**config.mk**
```make
export PLATFORM = sky130hd
export DESIGN_NAME = sdc_top
export DESIGN_NICKNAME = d
export VERILOG_FILES = /design/src/pkg/sdc_pkg.sv /design/src/rtl/sdc_bank_track.sv /design/src/rtl/sdc_top.sv
export VERILOG_INCLUDE_DIRS = /design/src /design/src/pkg
export SDC_FILE = /design/constraint.sdc
export NUM_CORES = 1
export LEC_CHECK = 0
export ABC_AREA = 1
export BUFFER_PORTS_ARGS = -buffer_cell sky130_fd_sc_hd__buf_4
export CORE_ASPECT_RATIO = 1.25
export CORE_UTILIZATION = 44
export CTS_CLUSTER_DIAMETER = 200
export DETAILED_ROUTE_END_ITERATION = 8
export GPL_TIMING_DRIVEN = 0
export PLACE_DENSITY = 0.75
export SLEW_MARGIN = 20
export SYNTH_ARGS = -nofsm -noshare
export SYNTH_HDL_FRONTEND = slang
export SYNTH_SLANG_ARGS = --single-unit
```
**constraint.sdc**
```tcl
create_clock -name CLOCK -period 3.25 [get_ports CLOCK]
set_input_delay 0.65 -clock CLOCK [delete_from_list [all_inputs] [get_ports CLOCK]]
set_output_delay 0.65 -clock CLOCK [all_outputs]
set_load 0.005 [all_outputs]
```
**src/pkg/sdc_regs.svh**
```systemverilog
/*
  Timing figures and mode-word field positions for the SDRAM controller.
  Assumes a single-data-rate SDRAM with a 64 ms / 4096-row refresh budget.
*/
`ifndef SDC_REGS_SVH
`define SDC_REGS_SVH

// ----------------------------------------------------------------------------
// Memory timing figures
// ----------------------------------------------------------------------------
`define SDC_T_REFI_NS 15625
`define SDC_T_RP_NS 20
`define SDC_T_RCD_NS 20
`define SDC_T_RFC_NS 70
`define SDC_T_WR_NS 15
`define SDC_T_XSR_NS 75
`define SDC_T_INIT_US 200
`define SDC_T_MRD_CYC 2
`define SDC_INIT_REF_CNT 2

// ----------------------------------------------------------------------------
// Mode word and address fields
// ----------------------------------------------------------------------------
`define SDC_MODE_CL_POS 4
`define SDC_MODE_BL_VAL 3'h0
`define SDC_ALL_BANKS_BIT 10
`define SDC_BANK_COUNT 4

`endif

```
**src/pkg/sdc_pkg.sv**
```systemverilog
/*
  Types shared by the SDRAM controller: memory commands and controller states.
  Assumes the command encoding {cs_n, ras_n, cas_n, we_n} of SDR SDRAM.
*/
package sdc_pkg;

  // --------------------------------------------------------------------------
  // Memory commands
  // --------------------------------------------------------------------------
  typedef enum logic [3:0] {
    CMD_MRS = 4'h0,
    CMD_REF = 4'h1,
    CMD_PRE = 4'h2,
    CMD_ACT = 4'h3,
    CMD_WR = 4'h4,
    CMD_RD = 4'h5,
    CMD_NOP = 4'h7
  } sdc_cmd_t;

  // --------------------------------------------------------------------------
  // Controller states
  // --------------------------------------------------------------------------
  typedef enum logic [4:0] {
    S_INIT = 5'h00,
    S_INIT_PRE = 5'h01,
    S_INIT_REF = 5'h02,
    S_INIT_MRS = 5'h03,
    S_IDLE = 5'h04,
    S_ACT = 5'h05,
    S_RD = 5'h06,
    S_WR = 5'h07,
    S_RD_CAP = 5'h08,
    S_RD_OUT = 5'h09,
    S_DONE = 5'h0a,
    S_PRE = 5'h0b,
    S_PREALL = 5'h0c,
    S_REF = 5'h0d,
    S_SREF_IN = 5'h0e,
    S_SREF = 5'h0f,
    S_WAIT = 5'h10
  } sdc_state_t;

endpackage : sdc_pkg

```
**src/rtl/sdc_bank_track.sv**
```systemverilog
/*
  Open-row tracker for one SDRAM bank: open flag, row held, and row hit.
  Assumes open and close are never asked in the same cycle.
*/
`timescale 1ns/100ps

module sdc_bank_track #(
  parameter int ROW_W = 12
) (
  // Clock and reset
  input wire logic clk,
  input wire logic rst_n,
  // Control
  input wire logic open_req,
  input wire logic close_req,
  input wire logic [ROW_W-1:0] row_in,
  // Status
  output logic is_open,
  output logic row_hit
);
  logic open_r, open_nxt;
  logic [ROW_W-1:0] row_r, row_nxt;

  always_comb begin
    open_nxt = open_r;
    row_nxt = row_r;
    if (close_req) begin
      open_nxt = 1'b0;
    end else if (open_req) begin
      open_nxt = 1'b1;
      row_nxt = row_in;
    end
  end

  always_ff @(posedge clk or negedge rst_n) begin
    if (!rst_n) begin
      open_r <= 1'b0;
      row_r <= '0;
    end else begin
      open_r <= open_nxt;
      row_r <= row_nxt;
    end
  end

  assign is_open = open_r;
  assign row_hit = open_r && (row_r == row_in);

endmodule : sdc_bank_track

```
**src/rtl/sdc_top.sv**
```systemverilog
/*
  SDRAM controller with a 32-bit WISHBONE classic slave front end.
  Assumes the bus master holds CYC/STB/WE/SEL/ADR/DAT steady until ACK or ERR,
  and that the memory clock is the bus clock, supplied outside this block.
*/
// Summary of operation
// After the configured number of idle cycles the memory is put into self-refresh.
// With the per-bank option one row stays open in every bank, otherwise only one row in all.
// The CAS latency parameter is written to the mode word and times the read capture.
// Every memory interval except the fixed mode-register delay is derived from the bus clock frequency parameter in kHz.
// An optional pipelined read mode returns data one cycle earlier.
// Bus byte addresses map to column, bank and row of a parameterised array.
// A parameterised number of clock-enable outputs all follow the same level.
// Bus data and address are fixed at 32 bits.
// Each accepted bus cycle gets exactly one acknowledge after its data is settled.
// Periodic auto-refresh is issued and bus requests wait while it runs.
`timescale 1ns/100ps
`include "sdc_regs.svh"

module sdc_top #(
  parameter int BUS_CLOCK_KHZ = 50000,
  parameter bit PIPE_EN = 1'b0,
  parameter int IDLE_NOP_LIMIT = 1000,
  parameter bit PER_BANK_OPEN_ROWS = 1'b0,
  parameter int CAS_LATENCY = 3,
  parameter int ARRAY_ROW_COUNT = 4096,
  parameter int ARRAY_COLUMN_COUNT = 256,
  parameter int RAM_ADDR_WIDTH = 12,
  parameter int CLOCK_ENABLE_OUTPUT_COUNT = 1,
  parameter int INIT_WAIT_CYCLES = (`SDC_T_INIT_US * BUS_CLOCK_KHZ + 999) / 1000
) (
  // Clock and reset
  input wire logic CLOCK,
  input wire logic RST_N,
  // Bus slave
  input wire logic WB_CYC,
  input wire logic WB_STB,
  input wire logic WB_WE,
  input wire logic [3:0] WB_SEL,
  input wire logic [31:0] WB_ADR,
  input wire logic [31:0] WB_DAT_WR,
  output logic [31:0] WB_DAT_RD,
  output logic WB_ACK,
  output logic WB_ERR,
  // Memory command pins
  output logic [CLOCK_ENABLE_OUTPUT_COUNT-1:0] SD_CKE,
  output logic SD_CS_N,
  output logic SD_RAS_N,
  output logic SD_CAS_N,
  output logic SD_WE_N,
  output logic [1:0] SD_BA,
  output logic [RAM_ADDR_WIDTH-1:0] MEMORY_ADDRESS_OUT,
  output logic [3:0] SD_DQM,
  // Memory data pins
  output logic [31:0] MEMORY_DATA_BIDIR_DRIVE,
  output logic MEMORY_DATA_BIDIR_EN,
  input wire logic [31:0] MEMORY_DATA_BIDIR_SENSE
);
  import sdc_pkg::*;

  // --------------------------------------------------------------------------
  // Derived geometry and timing
  // --------------------------------------------------------------------------
  localparam int COL_W = $clog2(ARRAY_COLUMN_COUNT);
  localparam int ROW_W = $clog2(ARRAY_ROW_COUNT);
  localparam int BANK_LO = 2 + COL_W;
  localparam int ROW_LO = BANK_LO + 2;
  localparam int TOP_LO = ROW_LO + ROW_W;
  localparam int TMR_W = 24;
  localparam int IDW = $clog2(IDLE_NOP_LIMIT) + 1;

  // Least times round up to whole cycles, never below one.
  function automatic int cyc_up(input longint ns);
    longint c;
    c = (ns * BUS_CLOCK_KHZ + 64'd999999) / 64'd1000000;
    return (c < 1) ? 1 : int'(c);
  endfunction : cyc_up

  localparam int RP_CYC = cyc_up(`SDC_T_RP_NS);
  localparam int RCD_CYC = cyc_up(`SDC_T_RCD_NS);
  localparam int RFC_CYC = cyc_up(`SDC_T_RFC_NS);
  localparam int WR_CYC = cyc_up(`SDC_T_WR_NS);
  localparam int XSR_CYC = cyc_up(`SDC_T_XSR_NS);
  // The refresh interval is a longest time, so it rounds down.
  localparam int REFI_CYC = int'((64'd`SDC_T_REFI_NS * BUS_CLOCK_KHZ) / 64'd1000000);
  localparam int RD_ACK_DLY = CAS_LATENCY + (PIPE_EN ? 1 : 2);
  localparam int WR_ACK_DLY = WR_CYC + 1;

  // --------------------------------------------------------------------------
  // Address split
  // --------------------------------------------------------------------------
  logic req;
  logic out_of_range;
  logic [COL_W-1:0] tgt_col;
  logic [1:0] tgt_ba;
  logic [ROW_W-1:0] tgt_row;

  assign req = WB_CYC && WB_STB;
  assign tgt_col = WB_ADR[BANK_LO-1:2];
  assign tgt_ba = WB_ADR[ROW_LO-1:BANK_LO];
  assign tgt_row = WB_ADR[TOP_LO-1:ROW_LO];
  assign out_of_range = |WB_ADR[31:TOP_LO];

  // --------------------------------------------------------------------------
  // Open-row trackers
  // --------------------------------------------------------------------------
  logic [`SDC_BANK_COUNT-1:0] tr_open_req, tr_close_req, tr_open, tr_hit;

  genvar gi;
  generate
    for (gi = 0; gi < `SDC_BANK_COUNT; gi++) begin : g_bank
      sdc_bank_track #(.ROW_W(ROW_W)) u_track (
        .clk(CLOCK),
        .rst_n(RST_N),
        .open_req(tr_open_req[gi]),
        .close_req(tr_close_req[gi]),
        .row_in(tgt_row),
        .is_open(tr_open[gi]),
        .row_hit(tr_hit[gi])
      );
    end
  endgenerate

  // --------------------------------------------------------------------------
  // Sequencer state
  // --------------------------------------------------------------------------
  sdc_state_t state_r, state_nxt, ret_r, ret_nxt;
  sdc_cmd_t cmd_r, cmd_nxt;
  logic [TMR_W-1:0] tmr_r, tmr_nxt;
  logic [15:0] ref_cnt_r, ref_cnt_nxt;
  logic ref_pend_r, ref_pend_nxt;
  logic [IDW-1:0] idle_cnt_r, idle_cnt_nxt;
  logic [1:0] init_cnt_r, init_cnt_nxt;
  logic sref_sel_r, sref_sel_nxt;
  logic cke_r, cke_nxt;
  logic [1:0] ba_r, ba_nxt;
  logic [RAM_ADDR_WIDTH-1:0] addr_r, addr_nxt;
  logic [3:0] dqm_r, dqm_nxt;
  logic [31:0] dq_o_r, dq_o_nxt, cap_r, cap_nxt, dat_r, dat_nxt;
  logic dq_oe_r, dq_oe_nxt, ack_r, ack_nxt, err_r, err_nxt;
  logic ref_tick, ref_issue;

  always_comb begin
    state_nxt = state_r;
    ret_nxt = ret_r;
    cmd_nxt = CMD_NOP;
    tmr_nxt = tmr_r;
    idle_cnt_nxt = '0;
    init_cnt_nxt = init_cnt_r;
    sref_sel_nxt = sref_sel_r;
    cke_nxt = cke_r;
    ba_nxt = ba_r;
    addr_nxt = addr_r;
    dqm_nxt = 4'hf;
    dq_o_nxt = dq_o_r;
    dq_oe_nxt = 1'b0;
    cap_nxt = cap_r;
    dat_nxt = dat_r;
    ack_nxt = 1'b0;
    err_nxt = 1'b0;
    ref_issue = 1'b0;
    tr_open_req = '0;
    tr_close_req = '0;
    // Refresh interval counter runs in every state.
    ref_tick = (ref_cnt_r == 16'h0000);
    ref_cnt_nxt = ref_tick ? 16'(REFI_CYC - 1) : ref_cnt_r - 16'h0001;
    case (state_r)
      S_INIT: begin
        if (tmr_r == '0) begin
          state_nxt = S_INIT_PRE;
        end else begin
          tmr_nxt = tmr_r - TMR_W'(1);
        end
      end
      S_INIT_PRE: begin
        cmd_nxt = CMD_PRE;
        addr_nxt = '0;
        addr_nxt[`SDC_ALL_BANKS_BIT] = 1'b1;
        tr_close_req = '1;
        tmr_nxt = TMR_W'(RP_CYC - 1);
        ret_nxt = S_INIT_REF;
        state_nxt = S_WAIT;
      end
      S_INIT_REF: begin
        cmd_nxt = CMD_REF;
        ref_issue = 1'b1;
        init_cnt_nxt = init_cnt_r + 2'h1;
        tmr_nxt = TMR_W'(RFC_CYC - 1);
        ret_nxt = (init_cnt_r == 2'(`SDC_INIT_REF_CNT - 1)) ? S_INIT_MRS : S_INIT_REF;
        state_nxt = S_WAIT;
      end
      S_INIT_MRS: begin
        cmd_nxt = CMD_MRS;
        ba_nxt = 2'h0;
        addr_nxt = '0;
        addr_nxt[`SDC_MODE_CL_POS +: 3] = 3'(CAS_LATENCY);
        addr_nxt[2:0] = `SDC_MODE_BL_VAL;
        tmr_nxt = TMR_W'(`SDC_T_MRD_CYC - 1);
        ret_nxt = S_IDLE;
        state_nxt = S_WAIT;
      end
      S_IDLE: begin
        if (ack_r || err_r) begin
          // The master needs this cycle to drop or change its strobe.
          idle_cnt_nxt = '0;
        end else if (ref_pend_r) begin
          sref_sel_nxt = 1'b0;
          state_nxt = S_PREALL;
        end else if (req && out_of_range) begin
          err_nxt = 1'b1;
        end else if (req) begin
          ba_nxt = tgt_ba;
          if (tr_hit[tgt_ba]) begin
            state_nxt = WB_WE ? S_WR : S_RD;
          end else if (PER_BANK_OPEN_ROWS ? tr_open[tgt_ba] : |tr_open) begin
            state_nxt = S_PRE;
          end else begin
            state_nxt = S_ACT;
          end
        end else if (idle_cnt_r == IDW'(IDLE_NOP_LIMIT - 1)) begin
          sref_sel_nxt = 1'b1;
          state_nxt = S_PREALL;
        end else begin
          idle_cnt_nxt = idle_cnt_r + IDW'(1);
        end
      end
      S_PRE: begin
        cmd_nxt = CMD_PRE;
        addr_nxt = '0;
        if (PER_BANK_OPEN_ROWS) begin
          tr_close_req[tgt_ba] = 1'b1;
        end else begin
          addr_nxt[`SDC_ALL_BANKS_BIT] = 1'b1;
          tr_close_req = '1;
        end
        tmr_nxt = TMR_W'(RP_CYC - 1);
        ret_nxt = S_ACT;
        state_nxt = S_WAIT;
      end
      S_ACT: begin
        cmd_nxt = CMD_ACT;
        addr_nxt = RAM_ADDR_WIDTH'(tgt_row);
        tr_open_req[tgt_ba] = 1'b1;
        tmr_nxt = TMR_W'(RCD_CYC - 1);
        ret_nxt = WB_WE ? S_WR : S_RD;
        state_nxt = S_WAIT;
      end
      S_RD: begin
        cmd_nxt = CMD_RD;
        addr_nxt = RAM_ADDR_WIDTH'(tgt_col);
        dqm_nxt = 4'h0;
        tmr_nxt = TMR_W'(CAS_LATENCY - 1);
        ret_nxt = S_RD_CAP;
        state_nxt = S_WAIT;
      end
      S_RD_CAP: begin
        if (PIPE_EN) begin
          dat_nxt = MEMORY_DATA_BIDIR_SENSE;
          ack_nxt = 1'b1;
          state_nxt = S_IDLE;
        end else begin
          cap_nxt = MEMORY_DATA_BIDIR_SENSE;
          state_nxt = S_RD_OUT;
        end
      end
      S_RD_OUT: begin
        dat_nxt = cap_r;
        ack_nxt = 1'b1;
        state_nxt = S_IDLE;
      end
      S_WR: begin
        cmd_nxt = CMD_WR;
        addr_nxt = RAM_ADDR_WIDTH'(tgt_col);
        dqm_nxt = ~WB_SEL;
        dq_o_nxt = WB_DAT_WR;
        dq_oe_nxt = 1'b1;
        tmr_nxt = TMR_W'(WR_CYC - 1);
        ret_nxt = S_DONE;
        state_nxt = S_WAIT;
      end
      S_DONE: begin
        ack_nxt = 1'b1;
        state_nxt = S_IDLE;
      end
      S_PREALL: begin
        cmd_nxt = CMD_PRE;
        addr_nxt = '0;
        addr_nxt[`SDC_ALL_BANKS_BIT] = 1'b1;
        tr_close_req = '1;
        tmr_nxt = TMR_W'(RP_CYC - 1);
        ret_nxt = sref_sel_r ? S_SREF_IN : S_REF;
        state_nxt = S_WAIT;
      end
      S_REF: begin
        cmd_nxt = CMD_REF;
        ref_issue = 1'b1;
        tmr_nxt = TMR_W'(RFC_CYC - 1);
        ret_nxt = S_IDLE;
        state_nxt = S_WAIT;
      end
      S_SREF_IN: begin
        cmd_nxt = CMD_REF;
        ref_issue = 1'b1;
        cke_nxt = 1'b0;
        state_nxt = S_SREF;
      end
      S_SREF: begin
        ref_issue = 1'b1;
        if (req) begin
          cke_nxt = 1'b1;
          sref_sel_nxt = 1'b0;
          tmr_nxt = TMR_W'(XSR_CYC - 1);
          ret_nxt = S_IDLE;
          state_nxt = S_WAIT;
        end
      end
      S_WAIT: begin
        if (tmr_r == '0) begin
          state_nxt = ret_r;
        end else begin
          tmr_nxt = tmr_r - TMR_W'(1);
        end
      end
      default: begin
        state_nxt = S_IDLE;
      end
    endcase
    // A tick in the issuing cycle wins over the clear.
    ref_pend_nxt = ref_tick || (ref_pend_r && !ref_issue);
  end

  always_ff @(posedge CLOCK or negedge RST_N) begin
    if (!RST_N) begin
      state_r <= S_INIT;
      ret_r <= S_IDLE;
      cmd_r <= CMD_NOP;
      tmr_r <= TMR_W'(INIT_WAIT_CYCLES - 1);
      ref_cnt_r <= 16'(REFI_CYC - 1);
      ref_pend_r <= 1'b0;
      idle_cnt_r <= '0;
      init_cnt_r <= 2'h0;
      sref_sel_r <= 1'b0;
      cke_r <= 1'b1;
      ba_r <= 2'h0;
      addr_r <= '0;
      dqm_r <= 4'hf;
      dq_o_r <= 32'h0000_0000;
      dq_oe_r <= 1'b0;
      cap_r <= 32'h0000_0000;
      dat_r <= 32'h0000_0000;
      ack_r <= 1'b0;
      err_r <= 1'b0;
    end else begin
      state_r <= state_nxt;
      ret_r <= ret_nxt;
      cmd_r <= cmd_nxt;
      tmr_r <= tmr_nxt;
      ref_cnt_r <= ref_cnt_nxt;
      ref_pend_r <= ref_pend_nxt;
      idle_cnt_r <= idle_cnt_nxt;
      init_cnt_r <= init_cnt_nxt;
      sref_sel_r <= sref_sel_nxt;
      cke_r <= cke_nxt;
      ba_r <= ba_nxt;
      addr_r <= addr_nxt;
      dqm_r <= dqm_nxt;
      dq_o_r <= dq_o_nxt;
      dq_oe_r <= dq_oe_nxt;
      cap_r <= cap_nxt;
      dat_r <= dat_nxt;
      ack_r <= ack_nxt;
      err_r <= err_nxt;
    end
  end

  // --------------------------------------------------------------------------
  // Outputs
  // --------------------------------------------------------------------------
  assign SD_CKE = {CLOCK_ENABLE_OUTPUT_COUNT{cke_r}};
  assign {SD_CS_N, SD_RAS_N, SD_CAS_N, SD_WE_N} = cmd_r;
  assign SD_BA = ba_r;
  assign MEMORY_ADDRESS_OUT = addr_r;
  assign SD_DQM = dqm_r;
  assign MEMORY_DATA_BIDIR_DRIVE = dq_o_r;
  assign MEMORY_DATA_BIDIR_EN = dq_oe_r;
  assign WB_DAT_RD = dat_r;
  assign WB_ACK = ack_r;
  assign WB_ERR = err_r;
endmodule : sdc_top

```
# ---- Word level (Yosys, flattened, before mapping)
# Index checks and enable logic that the tools add are counted.
dict set report totals {
  register_bits 239
  out_inout_bits 90
  word_cells 182
}
dict set report op_classes {
  n_addsub 4
  order_cmp 2
  eq_ne 34
  mux 64
  bitwise_logic 5
  reduce_logical 46
}
# cell count
set op_table {}
lappend op_table {{$pmux 24 s6} 1}
lappend op_table {{$mux 11} 6}
lappend op_table {{$eq 12x12->1} 4}
lappend op_table {{$mux 24} 2}
lappend op_table {{$pmux 12 s4} 1}
lappend op_table {{$mux 5} 9}
lappend op_table {{$pmux 5 s9} 1}
lappend op_table {{$eq 5x4->1 const B} 8}
lappend op_table {{$pmux 5 s7} 1}
lappend op_table {{$mux 1} 26}
lappend op_table {{$logic_not 24->1} 1}
lappend op_table {{$sub 24x1->24 const B} 1}
lappend op_table {{$eq 5x3->1 const B} 4}
lappend op_table {{$pmux 3 s6} 1}
lappend op_table {{$logic_not 16->1} 1}
lappend op_table {{$mux 16} 1}
lappend op_table {{$mux 4} 4}
lappend op_table {{$ne 2x2->1 const B} 8}
lappend op_table {{$sub 16x1->16 const B} 1}
lappend op_table {{$reduce_bool 2->1} 7}
lappend op_table {{$reduce_and 2->1} 6}
lappend op_table {{$reduce_and 6->1} 2}
lappend op_table {{$add 11x1->11 const B} 1}
lappend op_table {{$eq 11x10->1 const B} 1}
lappend op_table {{32 further kinds} 57}

# ---- Depth between registers and ports, before layout
dict set report depth {
  word_depth 10
  ltp_mapped 16
  depth_no_buf 15
}

# ---- By module
# Synthesis repeated with hierarchy kept, for this count alone.
dict set report hier_totals {
  cells_unflattened 1414
  hier_area_um2 11708.7
}
# mod n_inst cells_per_inst area_per_inst_um2
set by_module_without_submodules {}
lappend by_module_without_submodules {sdc_top 1 1018 8650.8}
lappend by_module_without_submodules {sdc_bank_track 4 99 764.5}

# ---- Worst setup path after synthesis
# No wires, ideal clock.
dict set report synth_timing {
  path_kind {input port to flip-flop}
  start {input port WB_ADR[16]}
  end {register state_r[3]}
  setup_ns 0.121
  arrival_time_ns 1.849
  t_required_ns 3.129
  setup_slack_ns 1.280
  cell_stages 16
  n_path_buf 1
  cell_sequence {clkbuf_1 inv_1 nand2_1 nand2_1 nor2_1 nand2_1 nor2_1 nand2_1 nand2_1 nand2_1 o21ai_0 nand2_1 nand2_1 nand2_1 nand2_1 nand2_1}
}
dict set report synth_via {
  elab_chain_cells 10
}
# item line
set synth_rtl {}
lappend synth_rtl {{from (decl)} sdc_top.sv:40} ;# input wire logic [31:0] WB_ADR,
lappend synth_rtl {{$eq 12x12->1} sdc_bank_track.sv:46} ;# assign row_hit = open_r && (row_r == row_in);
lappend synth_rtl {{$logic_and 1x1->1} sdc_bank_track.sv:46}
lappend synth_rtl {{$bmux 1 s2 *} sdc_top.sv:213} ;# if (tr_hit[tgt_ba]) begin
lappend synth_rtl {{$mux 1 (implied by the code) *} sdc_top.sv:213}
lappend synth_rtl {{$mux 4 *} sdc_top.sv:213}
lappend synth_rtl {{$mux 5 *} sdc_top.sv:211} ;# end else if (req) begin
lappend synth_rtl {{$mux 5 *} sdc_top.sv:209} ;# end else if (req && out_of_range) begin
lappend synth_rtl {{$mux 5 *} sdc_top.sv:206} ;# end else if (ref_pend_r) begin
lappend synth_rtl {{$mux 5 *} sdc_top.sv:203} ;# if (ack_r || err_r) begin
lappend synth_rtl {{$pmux 5 s7 *} sdc_top.sv:167} ;# case (state_r)
lappend synth_rtl {{to (signal assigned)} sdc_top.sv:354} ;# state_r <= state_nxt;
lappend synth_rtl {{to (decl)} sdc_top.sv:127} ;# sdc_state_t state_r, state_nxt, ret_r, ret_nxt;
# Every way passes the cells marked *; elsewhere a longest branch is shown, timed or not. The select of a mux whose other input is x is not followed.
# A chain may end at the register's enable or synchronous reset.

# ---- Worst setup path in the final report
dict set report layout_timing {
  start {register state_r[3]}
  end {register tmr_r[22]}
}
dict set report layout_via {
  elab_chain_cells 4
}
# item line
set layout_rtl {}
lappend layout_rtl {{$eq 5x4->1 (tied with other cells)} sdc_top.sv:167}
lappend layout_rtl {{$reduce_or 5->1 (no source line) or $reduce_or 2->1 (tied branches)} --}
lappend layout_rtl {{$reduce_bool 6->1 (no source line) or $ne 2x2->1 (tied branches)} --}
lappend layout_rtl {{$reduce_and 3->1 (no source line)} --}
lappend layout_rtl {{to (signal assigned)} sdc_top.sv:337} ;# tmr_r <= TMR_W'(INIT_WAIT_CYCLES - 1);
lappend layout_rtl {{to (signal assigned)} sdc_top.sv:357} ;# tmr_r <= tmr_nxt;
lappend layout_rtl {{to (decl)} sdc_top.sv:129} ;# logic [TMR_W-1:0] tmr_r, tmr_nxt;
# Several ways; a longest one is shown, not always the timed one.

==> results.cfg <==
[floorplanning]
dieArea_mm2 = 0.0252
initial_utilization = 0.452
die_h_um = 177
floorplan.rows = 63
die_w_um = 142
io_pins = 195
coreArea_mm2 = 0.0239

[placement]
placed_cells = 1827
dp_slack_ns = 0.706
dpl.hpwl_um = 20500
port_buffers = 190
place_congestion = 0.876

[clocking]
htree_levels = 1
cts-buffers-inserted = 26
cts_tree = yes
cts_hold_buf = 0
post_cts_buffers = 0
path_clk_slew_ns = 0.06
insertion_delay_ns = 0.54
cts.sinks = 237
cts_resized = 0
root_buffer = clkbuf_16
cts_buffer_depth = 3

[synth]
seq_area_frac_synth = 0.552
synth_top_area_cell = dfrtp_1
yosysWarnings = 0
synth_area_mm2 = 0.0108
syn-instance-count = 1310
synth_nets = 1420
synth_cell_type_count = 44
syn_area_per_cell_um2 = 8.24
synth_top_area_share = 0.501
synth_seq_cells = 237
synthTopCellsByArea = dfrtp_1 (50%), nand2_1 (16%), o21ai_0 (5.2%)

[power]
power_density_mw_per_mm2 = 846
pwr-share-clk = 0.258
swShare = 0.353
p_leak_nw = 6.79
intPower_mw = 7.41
pwr-share-seq = 0.405
comb_power_share = 0.337
p_sw_mw = 4.05
ir_worst_vdd_uv = 544

[setup_path]
worstSetupEndpointType = flop
crit_start = state_r[3]
endpoint = tmr_r[22]
worst-path-max-fanout = 10
rr_worst_depth = 9
cp.required_ns = 3.67
path_class = reg -> reg
r2r_start = state_r[3]
start_kind = flop
rrSetupSlack_ns = 0.95
cp.arrival_ns = 2.72
r2r-end = tmr_r[22]

[detailed_routing]
wl_per_cell_um = 14.8
postRouteAntennaNets = 0
first_iter_violations = 498
vias = 9328
dr.pass1.iters = 5
vias_per_cell = 4.97
routed_wl_um = 27800
drc_errors = 0

[worst_hold_path]
hp-class = in -> async

[timing]
max-slew-margin-rel = 0.525
fin_setup_tns_ns = 0
fmax_mhz = 435
rsz0062_at_grt = no
fin_skew_ns = 0.0190
period_needed_ns = 2.30
tightest_slew_ns = 0.710
setup_violations = 0
timing.final.crit_share = 0.708
hold_viol_final = 0
slew_violations = 0
fin_ws_ns = 0.949

[cells_and_area]
num_antenna_cells = 0
fin_cells = 1875
finalNetCount = 1640
drive_above_1_share = 0.192
syn_to_final_growth_pct = 25.5

[global_route]
grt_pass1_wl_um = 45200
grt-ovfl-total = 0
antenna_found_initial = 0
grt_max_degree = 99
track_usage = 0.225
grt_pass1_vias = 9160

[outcome]
status = finished, final reports clean

[flow_run]
drv_cap = 0
==> final cells by class <==
cell class                 instances  area, um2
clock buffer                      36        708
clock inverter                    12        153
inverter                         147        554
multi-input combinational        891       4130
fill                            2160      10300
tap                              325        407
sequential                       237       5960
buffer                            35        150
timing repair buffer             192       1490
==> how the worst min path moves through the flow <==
stage                       startpoint                         end  slack [ns]  cells past startpoint
after CTS                        RST_N  g_bank[2].u_track.row_r[3]        0.09                      1
after floorplan                  RST_N       MEMORY_ADDRESS_OUT[0]        0.35                      0
final                            RST_N  g_bank[2].u_track.row_r[3]        0.07                      1
after detailed placement  ref_cnt_r[0]                ref_cnt_r[0]        0.42                      1
after global placement    ref_cnt_r[0]                ref_cnt_r[0]        0.41                      1
after global routing             RST_N  g_bank[0].u_track.row_r[6]        0.11                      1
==> stage by stage <==
stage | power [mW] | util | cell area, um2 | hold slack [ns]
final | 11.5 | 0.567 | 13500 | 0.0689
after global routing | 12.3 | 0.567 | 13500 | 0.113
after CTS | 11.5 | 0.567 | 13500 | 0.0914
after detailed placement | 8.53 | 0.531 | 12700 | 0.416
after global placement | 8.35 | 0.529 | 12600 | 0.413
after floorplan | 7.01 | - | 10800 | 0.354
==> cell usage in the layout (no fill, tap or decap), types with 3 or more instances in the layout <==
| cell | instances |
|---|---|
| a21oi_1 | 29 |
| bufinv_16 | 3 |
| clkbuf_16 | 26 |
| xnor2_1 | 12 |
| a221oi_1 | 3 |
| nand4_1 | 8 |
| nor2_4 | 3 |
| o21ai_1 | 11 |
| clkbuf_1 | 39 |
| nor3_1 | 19 |
| a31oi_1 | 5 |
| nor3b_1 | 4 |
| o21ai_0 | 112 |
| nand3_2 | 3 |
| nor2_1 | 126 |
| clkinv_2 | 6 |
| and3_1 | 5 |
| o211ai_1 | 7 |
| inv_1 | 134 |
| nand2_1 | 451 |
| inv_2 | 8 |
| buf_4 | 192 |
| nand3_1 | 32 |
| nor4_1 | 6 |
| clkinv_1 | 4 |
| xor2_1 | 10 |
| ha_1 | 5 |
| dfstp_2 | 21 |
| o21a_1 | 3 |
| dfrtp_1 | 216 |
| mux2_2 | 17 |
| or2_2 | 4 |
==> cells in the mapped netlist <==
cell	instances
a2111oi_0	1
nor3_1	19
clkinv_1	4
clkbuf_1	31
ha_1	5
a31oi_1	5
a21oi_1	29
inv_4	1
or2_1	1
and3_1	5
nand2_4	1
o21bai_1	1
inv_2	8
nor4b_1	1
mux2_2	17
o2111ai_1	2
nand3_1	32
nor2_1	126
nor4_1	6
o21a_1	3
dfrtp_1	216
buf_6	1
o21ai_1	11
nand4_1	8
a32o_1	1
inv_1	134
o31ai_1	2
buf_4	3
nor2_4	3
a21boi_0	1
o21ai_0	112
nor3b_1	4
nand2_1	451
a21oi_2	1
or2_2	4
dfstp_2	21
o22ai_1	1
nand3_2	3
xnor2_1	12
a221oi_1	3
conb_1	1
xor2_1	10
o211ai_1	7
nor3_2	2
==> worst max-delay path, stage by stage (launching register included) <==
cell,delay [ns]
dfrtp_1,0.42
nor2_1,0.32
nand3_2,0.21
o21ai_1,0.29
nor2_1,0.15
a21oi_2,0.27
buf_4,0.22
nand3_1,0.09
xor2_1,0.15
nor2_1,0.05
==> layer usage <==
layer	up-vias	share of wire	GRT usage
met5	-	0	0
met4	0	0.039	0.0936
met3	72	0.045	0.0341
met2	213	0.51	0.387
met1	4467	0.41	0.281
li1	4576	-	-
==> registers in the layout, summed over array words and instances, names as in the netlist, 2 cells and up <==
register and count:
tmr_r 24, state_r 5, g_bank.u_track.row_r 48, SD_BA 2
idle_cnt_r 11, ref_cnt_r 16, g_bank.u_track.is_open 4, MEMORY_ADDRESS_OUT 12
WB_DAT_RD 32, ret_r 4, SD_DQM 4, cmd_r 3
MEMORY_DATA_BIDIR_DRIVE 32, init_cnt_r 2, cap_r 32
==> logic make-up after synthesis <==
kind of cell	share of synthesized area
other	0.000347
multiplexers	0.0177
buffers and inverters	0.0653
adder cells (fa/ha/maj)	0.00580
AND/OR/NAND/NOR	0.251
flip-flops	0.552
XOR/XNOR	0.0179
AO/OA/AOI/OAI	0.0903
==> power by group through the flow <==
stage / Combinational, mW / Clock [mW] / Sequential [mW]
CTS: 3.90 / 3.01 / 4.63
detailed placement: 3.87 / 0 / 4.67
global placement: 3.73 / 0 / 4.62
floorplan: 2.45 / 0 / 4.56
global route: 4.39 / 3.13 / 4.75
finish: 3.86 / 2.96 / 4.64
Note: power is estimated with default switching activity, not from simulation.
